--- src/vtp_params.svh ---
`ifndef VTP_PARAMS_SVH
`define VTP_PARAMS_SVH

// Register offsets on the serial control bus
`define VTP_FIXED_PATTERN_CONTROL_OFS 8'h64
`define VTP_PATTERN_CONFIG_OFS 8'h65
`define VTP_CUSTOM_RED_OFS 8'h66
`define VTP_CUSTOM_GREEN_OFS 8'h67
`define VTP_CUSTOM_BLUE_OFS 8'h68
`define VTP_STATUS_OFS 8'h69

// Field positions in the pattern control register
`define VTP_CHOICE_MSB 7
`define VTP_CHOICE_LSB 4
`define VTP_COMPLIANCE_BIT 3
`define VTP_BARS_BIT 2
`define VTP_ENABLE_BIT 0

// Field positions in the pattern configuration register
`define VTP_INVERT_BIT 1

// Field positions in the status register
`define VTP_STAT_ACTIVE_BIT 0
`define VTP_STAT_CODE_MSB 7
`define VTP_STAT_CODE_LSB 4

// Reset values
`define VTP_CHOICE_RST 4'h1
`define VTP_CUSTOM_RST 8'h00

// Selection code boundaries
`define VTP_CODE_SOLID_LO 4'h1
`define VTP_CODE_SOLID_HI 4'h5
`define VTP_CODE_HRAMP_LO 4'h6
`define VTP_CODE_HRAMP_HI 4'h9
`define VTP_CODE_VRAMP_LO 4'ha
`define VTP_CODE_VRAMP_HI 4'hd
`define VTP_CODE_CUSTOM 4'he

// Ramp and bar steps per active region
`define VTP_RAMP_STEPS 32'd256
`define VTP_BAR_COUNT 32'd8

`endif

--- src/vtp_pkg.sv ---
package vtp_pkg;

    // Which source drives the pixel
    typedef enum logic [1:0]
    {
        VTP_MODE_OFF,
        VTP_MODE_FIXED,
        VTP_MODE_BARS,
        VTP_MODE_COMPLIANCE
    } vtp_mode_t;

    // One pixel colour
    typedef struct packed
    {
        logic [7:0] red;
        logic [7:0] green;
        logic [7:0] blue;
    } vtp_rgb_t;

endpackage

--- src/vtp_pix_if.sv ---
`timescale 1ns/1ns
`default_nettype none

// Carries per-pixel selection state to the colour stage
interface vtp_pix_if;
    import vtp_pkg::*;
    vtp_mode_t mode; // Active source
    logic [3:0] code; // Effective selection code
    logic invert; // Inverted colour variant
    vtp_rgb_t custom; // Custom colour levels
    logic [7:0] hlevel; // Horizontal ramp level
    logic [7:0] vlevel; // Vertical ramp level
    logic [2:0] bar; // Colour bar index
    logic check; // Compliance checker phase

    modport src (output mode, code, invert, custom, hlevel, vlevel, bar,
        check);
    modport dst (input mode, code, invert, custom, hlevel, vlevel, bar,
        check);
endinterface

`default_nettype wire

--- src/vtp_colour.sv ---
`timescale 1ns/1ns
`default_nettype none
`include "vtp_params.svh"

module vtp_colour
(
    input wire logic clk_sys,
    input wire logic reset_n,
    vtp_pix_if.dst pix,
    output vtp_pkg::vtp_rgb_t rgb_r
);
    import vtp_pkg::*;

    vtp_rgb_t base; // Non-inverted colour
    logic [7:0] lvl; // Ramp level in use

    // Non-inverted colour for the chosen source
    always_comb
    begin
        base = '0;
        lvl = (pix.code >= `VTP_CODE_VRAMP_LO) ? pix.vlevel : pix.hlevel;
        case (pix.mode)
            VTP_MODE_COMPLIANCE:
            begin
                // Alternating full swing pixels
                base = pix.check ? {8'hff, 8'hff, 8'hff} : '0;
            end
            VTP_MODE_BARS:
            begin
                // White, yellow, cyan, green, magenta, red, blue, black
                base.red = (pix.bar == 3'h0 || pix.bar == 3'h1 ||
                    pix.bar == 3'h4 || pix.bar == 3'h5) ? 8'hff : 8'h00;
                base.green = (pix.bar <= 3'h3) ? 8'hff : 8'h00;
                base.blue = (pix.bar == 3'h0 || pix.bar == 3'h2 ||
                    pix.bar == 3'h4 || pix.bar == 3'h6) ? 8'hff : 8'h00;
            end
            VTP_MODE_FIXED:
            begin
                case (pix.code)
                    4'h1: base = {8'hff, 8'hff, 8'hff};
                    4'h2: base = '0;
                    4'h3: base = {8'hff, 8'h00, 8'h00};
                    4'h4: base = {8'h00, 8'hff, 8'h00};
                    4'h5: base = {8'h00, 8'h00, 8'hff};
                    // Ramps: grey, red, green, blue
                    4'h6, 4'ha: base = {lvl, lvl, lvl};
                    4'h7, 4'hb: base = {lvl, 8'h00, 8'h00};
                    4'h8, 4'hc: base = {8'h00, lvl, 8'h00};
                    4'h9, 4'hd: base = {8'h00, 8'h00, lvl};
                    `VTP_CODE_CUSTOM: base = pix.custom;
                    default: base = '0; // Reserved codes give black
                endcase
            end
            default: base = '0;
        endcase
    end

    // Output register with optional inversion
    always_ff @(posedge clk_sys or negedge reset_n)
    begin
        if (!reset_n)
            rgb_r <= '0;
        else if (pix.mode == VTP_MODE_OFF)
            rgb_r <= '0;
        else if (pix.invert)
            rgb_r <= ~base;
        else
            rgb_r <= base;
    end

endmodule // vtp_colour

`default_nettype wire

--- src/vtp_select.sv ---
`timescale 1ns/1ns
`default_nettype none
`include "vtp_params.svh"

module vtp_select
#(
    parameter int H_ACTIVE = 1920, // Active pixels per line, at least 256
    parameter int V_ACTIVE = 1080 // Active lines per frame, at least 256
)
(
    input wire logic clk_sys,
    input wire logic reset_n,
    input wire logic [7:0] reg_addr,
    input wire logic [7:0] reg_wdata,
    input wire logic reg_wr,
    input wire logic reg_rd,
    output logic [7:0] reg_rdata,
    input wire logic vid_de,
    input wire logic vid_vs,
    input wire logic auto_scroll_on,
    output vtp_pkg::vtp_rgb_t pix_rgb,
    output logic pix_de,
    output logic pat_active
);
    import vtp_pkg::*;

    localparam logic [15:0] H_ACT = 16'(H_ACTIVE); // Line width
    localparam logic [15:0] V_ACT = 16'(V_ACTIVE); // Frame height
    localparam logic [15:0] RAMP_STEP = 16'(`VTP_RAMP_STEPS);
    localparam logic [15:0] BAR_STEP = 16'(`VTP_BAR_COUNT);

    logic [3:0] fixed_pattern_choice_r; // Fixed selection field
    logic compliance_pattern_force_r; // Compliance override
    logic colour_bars_force_r; // Colour bars override
    logic pattern_gen_on_r; // Generator enable
    logic colour_invert_r; // Inverted variant
    logic [7:0] custom_red_level_r; // Custom red
    logic [7:0] custom_green_level_r; // Custom green
    logic [7:0] custom_blue_level_r; // Custom blue
    logic [3:0] scroll_code_r; // Auto-scroll pattern code
    logic vid_de_r; // Previous data enable
    logic vid_vs_r; // Previous vertical sync
    logic [15:0] hacc_r; // Horizontal ramp remainder
    logic [15:0] hacc_nxt;
    logic [7:0] hlevel_r; // Horizontal ramp level
    logic [15:0] bacc_r; // Bar remainder
    logic [15:0] bacc_nxt;
    logic [2:0] bar_r; // Bar index
    logic [15:0] vacc_r; // Vertical ramp remainder
    logic [15:0] vacc_nxt;
    logic [7:0] vlevel_r; // Vertical ramp level
    logic check_r; // Compliance pixel phase
    logic line_end; // Falling edge of data enable
    logic frame_start; // Rising edge of vertical sync
    vtp_mode_t mode; // Source chosen this cycle
    logic [3:0] code; // Effective selection code

    vtp_pix_if pix ();

    assign line_end = vid_de_r && !vid_de;
    assign frame_start = vid_vs && !vid_vs_r;

    // Register writes on the control bus
    always_ff @(posedge clk_sys or negedge reset_n)
    begin
        if (!reset_n)
        begin
            fixed_pattern_choice_r <= `VTP_CHOICE_RST;
            compliance_pattern_force_r <= 1'b0;
            colour_bars_force_r <= 1'b0;
            pattern_gen_on_r <= 1'b0;
            colour_invert_r <= 1'b0;
            custom_red_level_r <= `VTP_CUSTOM_RST;
            custom_green_level_r <= `VTP_CUSTOM_RST;
            custom_blue_level_r <= `VTP_CUSTOM_RST;
        end
        else if (reg_wr)
        begin
            case (reg_addr)
                `VTP_FIXED_PATTERN_CONTROL_OFS:
                begin
                    fixed_pattern_choice_r <=
                        reg_wdata[`VTP_CHOICE_MSB:`VTP_CHOICE_LSB];
                    compliance_pattern_force_r <=
                        reg_wdata[`VTP_COMPLIANCE_BIT];
                    colour_bars_force_r <= reg_wdata[`VTP_BARS_BIT];
                    pattern_gen_on_r <= reg_wdata[`VTP_ENABLE_BIT];
                end
                `VTP_PATTERN_CONFIG_OFS:
                    colour_invert_r <= reg_wdata[`VTP_INVERT_BIT];
                `VTP_CUSTOM_RED_OFS: custom_red_level_r <= reg_wdata;
                `VTP_CUSTOM_GREEN_OFS: custom_green_level_r <= reg_wdata;
                `VTP_CUSTOM_BLUE_OFS: custom_blue_level_r <= reg_wdata;
                default: ; // Unmapped writes are dropped
            endcase
        end
    end

    // Register reads, one cycle after the strobe
    always_ff @(posedge clk_sys or negedge reset_n)
    begin
        if (!reset_n)
            reg_rdata <= 8'h00;
        else if (reg_rd)
        begin
            reg_rdata <= 8'h00;
            case (reg_addr)
                `VTP_FIXED_PATTERN_CONTROL_OFS:
                begin
                    reg_rdata[`VTP_CHOICE_MSB:`VTP_CHOICE_LSB] <=
                        fixed_pattern_choice_r;
                    reg_rdata[`VTP_COMPLIANCE_BIT] <=
                        compliance_pattern_force_r;
                    reg_rdata[`VTP_BARS_BIT] <= colour_bars_force_r;
                    reg_rdata[`VTP_ENABLE_BIT] <= pattern_gen_on_r;
                end
                `VTP_PATTERN_CONFIG_OFS:
                    reg_rdata[`VTP_INVERT_BIT] <= colour_invert_r;
                `VTP_CUSTOM_RED_OFS: reg_rdata <= custom_red_level_r;
                `VTP_CUSTOM_GREEN_OFS: reg_rdata <= custom_green_level_r;
                `VTP_CUSTOM_BLUE_OFS: reg_rdata <= custom_blue_level_r;
                `VTP_STATUS_OFS:
                begin
                    // Live state of the generator
                    reg_rdata[`VTP_STAT_ACTIVE_BIT] <= pat_active;
                    reg_rdata[`VTP_STAT_CODE_MSB:`VTP_STAT_CODE_LSB] <=
                        code;
                end
                default: reg_rdata <= 8'h00; // Unmapped reads as zero
            endcase
        end
    end

    // Edge history of the video timing inputs
    always_ff @(posedge clk_sys or negedge reset_n)
    begin
        if (!reset_n)
        begin
            vid_de_r <= 1'b0;
            vid_vs_r <= 1'b0;
        end
        else
        begin
            vid_de_r <= vid_de;
            vid_vs_r <= vid_vs;
        end
    end

    // Next remainders of the even-step spreaders
    always_comb
    begin
        hacc_nxt = hacc_r + RAMP_STEP;
        bacc_nxt = bacc_r + BAR_STEP;
        vacc_nxt = vacc_r + RAMP_STEP;
    end

    // Horizontal ramp level and bar index across the active line
    always_ff @(posedge clk_sys or negedge reset_n)
    begin
        if (!reset_n)
        begin
            hacc_r <= 16'h0000;
            hlevel_r <= 8'h00;
            bacc_r <= 16'h0000;
            bar_r <= 3'h0;
        end
        else if (!vid_de)
        begin
            hacc_r <= 16'h0000;
            hlevel_r <= 8'h00;
            bacc_r <= 16'h0000;
            bar_r <= 3'h0;
        end
        else
        begin
            // Level = pixel * 256 / width, stepped without a divider
            if (hacc_nxt >= H_ACT)
            begin
                hacc_r <= hacc_nxt - H_ACT;
                if (hlevel_r != 8'hff)
                    hlevel_r <= hlevel_r + 8'h01;
            end
            else
                hacc_r <= hacc_nxt;
            if (bacc_nxt >= H_ACT)
            begin
                bacc_r <= bacc_nxt - H_ACT;
                if (bar_r != 3'h7)
                    bar_r <= bar_r + 3'h1;
            end
            else
                bacc_r <= bacc_nxt;
        end
    end

    // Vertical ramp level, stepped at each line end
    always_ff @(posedge clk_sys or negedge reset_n)
    begin
        if (!reset_n)
        begin
            vacc_r <= 16'h0000;
            vlevel_r <= 8'h00;
        end
        else if (frame_start)
        begin
            vacc_r <= 16'h0000;
            vlevel_r <= 8'h00;
        end
        else if (line_end)
        begin
            if (vacc_nxt >= V_ACT)
            begin
                vacc_r <= vacc_nxt - V_ACT;
                if (vlevel_r != 8'hff)
                    vlevel_r <= vlevel_r + 8'h01;
            end
            else
                vacc_r <= vacc_nxt;
        end
    end

    // Compliance phase toggles every active pixel
    always_ff @(posedge clk_sys or negedge reset_n)
    begin
        if (!reset_n)
            check_r <= 1'b0;
        else if (frame_start)
            check_r <= 1'b0;
        else if (vid_de)
            check_r <= !check_r;
    end

    // Auto-scroll walks codes 1 to 14, one per frame
    always_ff @(posedge clk_sys or negedge reset_n)
    begin
        if (!reset_n)
            scroll_code_r <= `VTP_CODE_SOLID_LO;
        else if (frame_start && auto_scroll_on)
        begin
            if (scroll_code_r >= `VTP_CODE_CUSTOM)
                scroll_code_r <= `VTP_CODE_SOLID_LO;
            else
                scroll_code_r <= scroll_code_r + 4'h1;
        end
    end

    // Source priority: off, compliance, bars, scroll, fixed choice
    always_comb
    begin
        code = fixed_pattern_choice_r;
        if (auto_scroll_on)
            code = scroll_code_r;
        if (!pattern_gen_on_r)
            mode = VTP_MODE_OFF;
        else if (compliance_pattern_force_r)
            mode = VTP_MODE_COMPLIANCE;
        else if (colour_bars_force_r)
            mode = VTP_MODE_BARS;
        else
            mode = VTP_MODE_FIXED;
    end

    // Hand the selection to the colour stage
    assign pix.mode = mode;
    assign pix.code = code;
    assign pix.invert = colour_invert_r;
    assign pix.custom = {custom_red_level_r, custom_green_level_r,
        custom_blue_level_r};
    assign pix.hlevel = hlevel_r;
    assign pix.vlevel = vlevel_r;
    assign pix.bar = bar_r;
    assign pix.check = check_r;

    vtp_colour u_colour
    (
        .clk_sys(clk_sys),
        .reset_n(reset_n),
        .pix(pix),
        .rgb_r(pix_rgb)
    );

    // Data enable and activity, aligned with the colour register
    always_ff @(posedge clk_sys or negedge reset_n)
    begin
        if (!reset_n)
        begin
            pix_de <= 1'b0;
            pat_active <= 1'b0;
        end
        else
        begin
            pix_de <= vid_de;
            pat_active <= pattern_gen_on_r;
        end
    end

endmodule // vtp_select

`default_nettype wire

--- config.mk ---
export PLATFORM = sky130hd
export DESIGN_NAME = vtp_select
export DESIGN_NICKNAME = d
export VERILOG_FILES = /design/src/vtp_pkg.sv /design/src/vtp_pix_if.sv /design/src/vtp_colour.sv /design/src/vtp_select.sv
export VERILOG_INCLUDE_DIRS = /design/src /design/src/src
export SDC_FILE = /design/constraint.sdc
export NUM_CORES = 1
export LEC_CHECK = 0
export ABC_CLOCK_PERIOD_IN_PS = 4150
export BUFFER_PORTS_ARGS = -buffer_cell sky130_fd_sc_hd__buf_2
export CORE_ASPECT_RATIO = 0.75
export CORE_MARGIN = 4
export CORE_UTILIZATION = 35
export CTS_BUF_LIST = sky130_fd_sc_hd__clkbuf_4 sky130_fd_sc_hd__clkbuf_8
export DETAILED_ROUTE_END_ITERATION = 8
export GPL_TIMING_DRIVEN = 0
export HOLD_SLACK_MARGIN = 0.06
export PLACE_DENSITY = 0.47
export SLEW_MARGIN = 20
export SYNTH_ARGS = -nofsm -noshare
export SYNTH_HDL_FRONTEND = slang
export SYNTH_SLANG_ARGS = --single-unit
--- constraint.sdc ---
create_clock -name clk_sys -period 4.15 [get_ports clk_sys]
set_clock_uncertainty 0.15 [all_clocks]
set_input_delay 1.0375 -clock clk_sys [delete_from_list [all_inputs] [get_ports clk_sys]]
set_output_delay 1.0375 -clock clk_sys [all_outputs]
set_load 0.02 [all_outputs]
==> metrics.log <==
[metrics] # setup viols final: 0
[metrics] Register-to-Register Path Depth: 6
[metrics] critical path startpoint category: input pin
[metrics] Worst path max stage delay: 0.62 ns
[metrics] overall power consumption: roughly 4.2 mW
[metrics] share of the synthesized netlist area taken by xor and xnor gates: 3.934%
[metrics] max-cap viol count: 0
[metrics] die boundary height: approximately 140 um
[metrics] number of levels in the clock H-tree: 4
[metrics] number of placed instances with taps included: 1122
[metrics] mux cell area share after synthesis: 13.02%
[metrics] post-route DRC violation count: 0
[metrics] share of the synthesized area in compound gates (AO/OA/AOI/OAI): 17.34%
[metrics] number of enable flip-flop cells after synthesis: 0
[metrics] syn_nets: 820
[metrics] effective utilization at floorplan: 35.74%
[metrics] most frequent cell on the critical path: buf_2
[metrics] antenna violations before repair: 0
[metrics] most frequent cells in the layout: 124 x dfrtp_1, 89 x nand2_1, 59 x buf_2, 56 x nor2_1, 47 x a21oi_1
[metrics] worst ir drop on vdd: 0.2150 mV
[metrics] cts hold-fix bufs: 0
[metrics] wire length per cell after detailed routing: 17.70 um
[metrics] Final Net Count: 893
[metrics] outcome: complete, no violations
[metrics] clock transition at the register clock pins on the worst setup and hold paths after CTS: 0.08 ns
[metrics] I/O pin count: 57
[metrics] Vias: roughly 6300
[metrics] biggest fanout along the worst timing path: 10
[metrics] Critical Path Sink Type: register
[metrics] shortest clock period the worst path allows after layout: between 3 and 4 ns
[metrics] commonest non-fill, non-tap cell in the layout: dfrtp_1
[metrics] Crit path max-delay family: simple AND/OR/NAND/NOR gates
[metrics] accumulated negative setup slack: 0 ns
[metrics] number of I/O port buffers: 53
[metrics] WS Path Type: input pin to register
[metrics] area growth from synthesis to layout: 14.86%
[metrics] worst reg2reg startpoint: scroll_code_r[3]
[metrics] synthesized-area fraction occupied by adder cells: 2.810%
[metrics] leak pwr: 3.799 nW
[metrics] synth unique cells: 83
[metrics] area share of the largest cell type after synthesis: 40.99%
[metrics] insertion delay to the later sink of the worst-skew pair: 0.45 ns
[metrics] final worst path period share: 74.31%
[metrics] clock sink count: 126
[metrics] capture instance of the worst register-to-register path: u_colour.rgb_r[15]
[metrics] YS warnings: 0
[metrics] share of post-route cells with drive strength above 1: 19.40%
[metrics] sequential cell area: 3156 um2
[metrics] Buf+Inv Stages, Crit Path: 3
[metrics] count of state elements after synthesis: 126
[metrics] maximum number of pins on one net before global-route repair: 67
[metrics] count of antenna diodes in the layout: 0
[metrics] Final Instance Count excl. Fillers: around 1200
[metrics] Post-synth ARST share: 100.0%
[metrics] quantity of gates resized following cts: 0
[metrics] gate count of the mapped netlist: a little under 800
[metrics] # Post-CTS Setup Buffers: 0
[metrics] syn_area_per_cell: a little under 10 um2
[metrics] vias in the first global route: 6177
[metrics] Initial DRT Pass Iterations: 5
[metrics] total area of multi-input combinational cells: 4239 um2
[metrics] final wirelength: 20430 um
[metrics] Final Hold Fails: 0
[metrics] Slew @ Worst Pin: between 0.8 and 0.9 ns
[metrics] DRT antenna net count: 0
[metrics] via density per instance: 5.464
[metrics] fraction of the mapped netlist area in simple logic gates: 18.89%
[metrics] maximum achievable frequency: 324.3 MHz
[metrics] TritonCTS clock tree: built
[metrics] HP Class: input pin to asynchronous set/reset pin
[metrics] cells taking the most area after synthesis: dfrtp_1 41%, mux2i_1 6.0%, mux2_2 5.8%
[metrics] library cell with the largest summed area after synthesis: dfrtp_1
[metrics] normalized max-slew margin: between 40% and 50%
[metrics] setup repair after global routing missed its margin: false
[metrics] Die Width: 177.8 um
[metrics] initial DRC count: 443
[metrics] combinational family with the most area after synthesis: simple AND/OR/NAND/NOR gates
[metrics] crit path cell chain: buf_2, buf_6, mux2i_4, nor4_1, nor3_1, buf_2, nand2_1, o311ai_0
[metrics] # fillers: approximately 2100
[metrics] wire length of the first global-routing pass: ~33000 um
[metrics] part of the Yosys area used for sequential elements: 41.69%
[metrics] grt ovf: 0
[metrics] post-DP HPWL: 15190 um
[metrics] Worst EP arrival: 3.20 ns
[metrics] number of standard-cell rows in the floorplan: 46
[metrics] reg-to-reg slack, setup: 1.37 ns
[metrics] pwr/cell area: a little under 500 nW/um2
[metrics] post-synth design cell area: 7570 um2
[metrics] Final Max Slew Viols: 0
[metrics] flip-flop cell with the highest count after synthesis: dfrtp_1
[metrics] number of buffers between clock root and the deepest sink: 2
[metrics] Required @ worst endpoint: 4.27 ns
[metrics] Slowest-stage cell, CP: nor3_1
[metrics] Clock Tree Root: clkbuf_8
[metrics] TritonCTS Buffers: 17
[metrics] Floorplan Core Area: about 21000 um2
[metrics] global placement routability congestion: between 0.8 and 0.9
[metrics] overall die area: 24070 um2
[metrics] overall track demand over capacity in global routing: 17.51%
-- layer usage --
layer | global-route usage, % | vias up | wire length, um
met3 | 4.632 | 15 | 1124
met2 | 26.03 | 158 | 8853
met4 | 3.693 | 0 | 186
li1 | - | 3044 | -
met1 | 25.70 | 3089 | 10270
met5 | 0 | - | 0
-- cell type report --
class                           count  area share (%)
Timing Repair Buffer               54           3.483
Tap cell                          288           4.144
Multi-Input combinational cell    613           48.76
Sequential cell                   126           36.29
Clock inverter                     13           2.446
Buffer                             23           1.238
Inverter                           18          0.7771
Clock buffer                       19           2.864
-- logic make-up (layout without fill, tap and decap cells) --
kind of cell	after synthesis	in the layout
compound gates	190	190
xor+xnor	34	34
fa+ha+maj	17	17
buf+inv	41	127
flops	126	126
mux	89	89
simple gates	283	283
-- flip-flops by register name (all words and copies together) (netlist names), 3 cells and up --
register / count
bacc_r: 13
bar_r: 3
custom_blue_level_r: 8
custom_green_level_r: 8
custom_red_level_r: 8
fixed_pattern_choice_r: 4
hacc_r: 9
hlevel_r: 8
pix.vlevel: 8
reg_rdata: 8
scroll_code_r: 4
u_colour.rgb_r: 24
vacc_r: 13
-- power breakdown --
part | leakage [nW] | switching (mW) | internal (mW) | total (mW)
Clock | 0.235 | 0.534 | 0.734 | 1.27
Sequential | 1.70 | 0.236 | 1.39 | 1.63
Combinational | 1.86 | 0.794 | 0.548 | 1.34
-- how the worst max path moves through the flow --
stage	end	cells after the start	startpoint	slack, ns
final	u_colour.rgb_r[15]	8	auto_scroll_on	1.07
after CTS	u_colour.rgb_r[15]	8	auto_scroll_on	1.15
after global routing	u_colour.rgb_r[15]	8	auto_scroll_on	1.01
after floorplan	u_colour.rgb_r[16]	8	auto_scroll_on	1.34
after global placement	vacc_r[11]	1	reset_n	0.18
after detailed placement	u_colour.rgb_r[15]	8	auto_scroll_on	0.69
-- worst register-to-register path: stages, from the launching register on --
cell and delay [ns]:
dfrtp_1 0.46, mux2i_2 0.60, nor4_1 0.20, nor3_1 0.62
buf_2 0.34, nand2_1 0.07, o311ai_0 0.18
-- cells in the mapped netlist, types with 6 or more instances --
library cell  number
o211ai_1          14
xor2_1            11
mux2_2            39
o21ai_1            7
nor2_1            56
or3_1              6
nand4_1            9
mux2i_1           45
nor3_1            24
a31oi_1           12
inv_1             17
o21ai_0           37
clkbuf_1          11
a21oi_1           47
buf_2              7
xnor2_1           23
nand2b_1          11
nand3_1           31
nor3b_1            6
dfrtp_1          124
o311ai_0           9
and2_1             7
a211oi_1           6
nand2_1           89
ha_1              17
and3_1             7
-- per-stage QoR --
stage                     hold slack (ns)  utilization [%]  setup WS [ns]  cell area [um2]
after CTS                          0.3654            41.05          1.150             8695
final                              0.3586            41.05          1.066             8695
after floorplan                    0.2560                -          1.340             7570
after global placement             0.3154            38.69         0.1832             8195
after detailed placement           0.3422            38.87         0.6869             8233
after global routing               0.3636            41.05          1.005             8695
No activity file was read; power rests on OpenSTA's default activity.
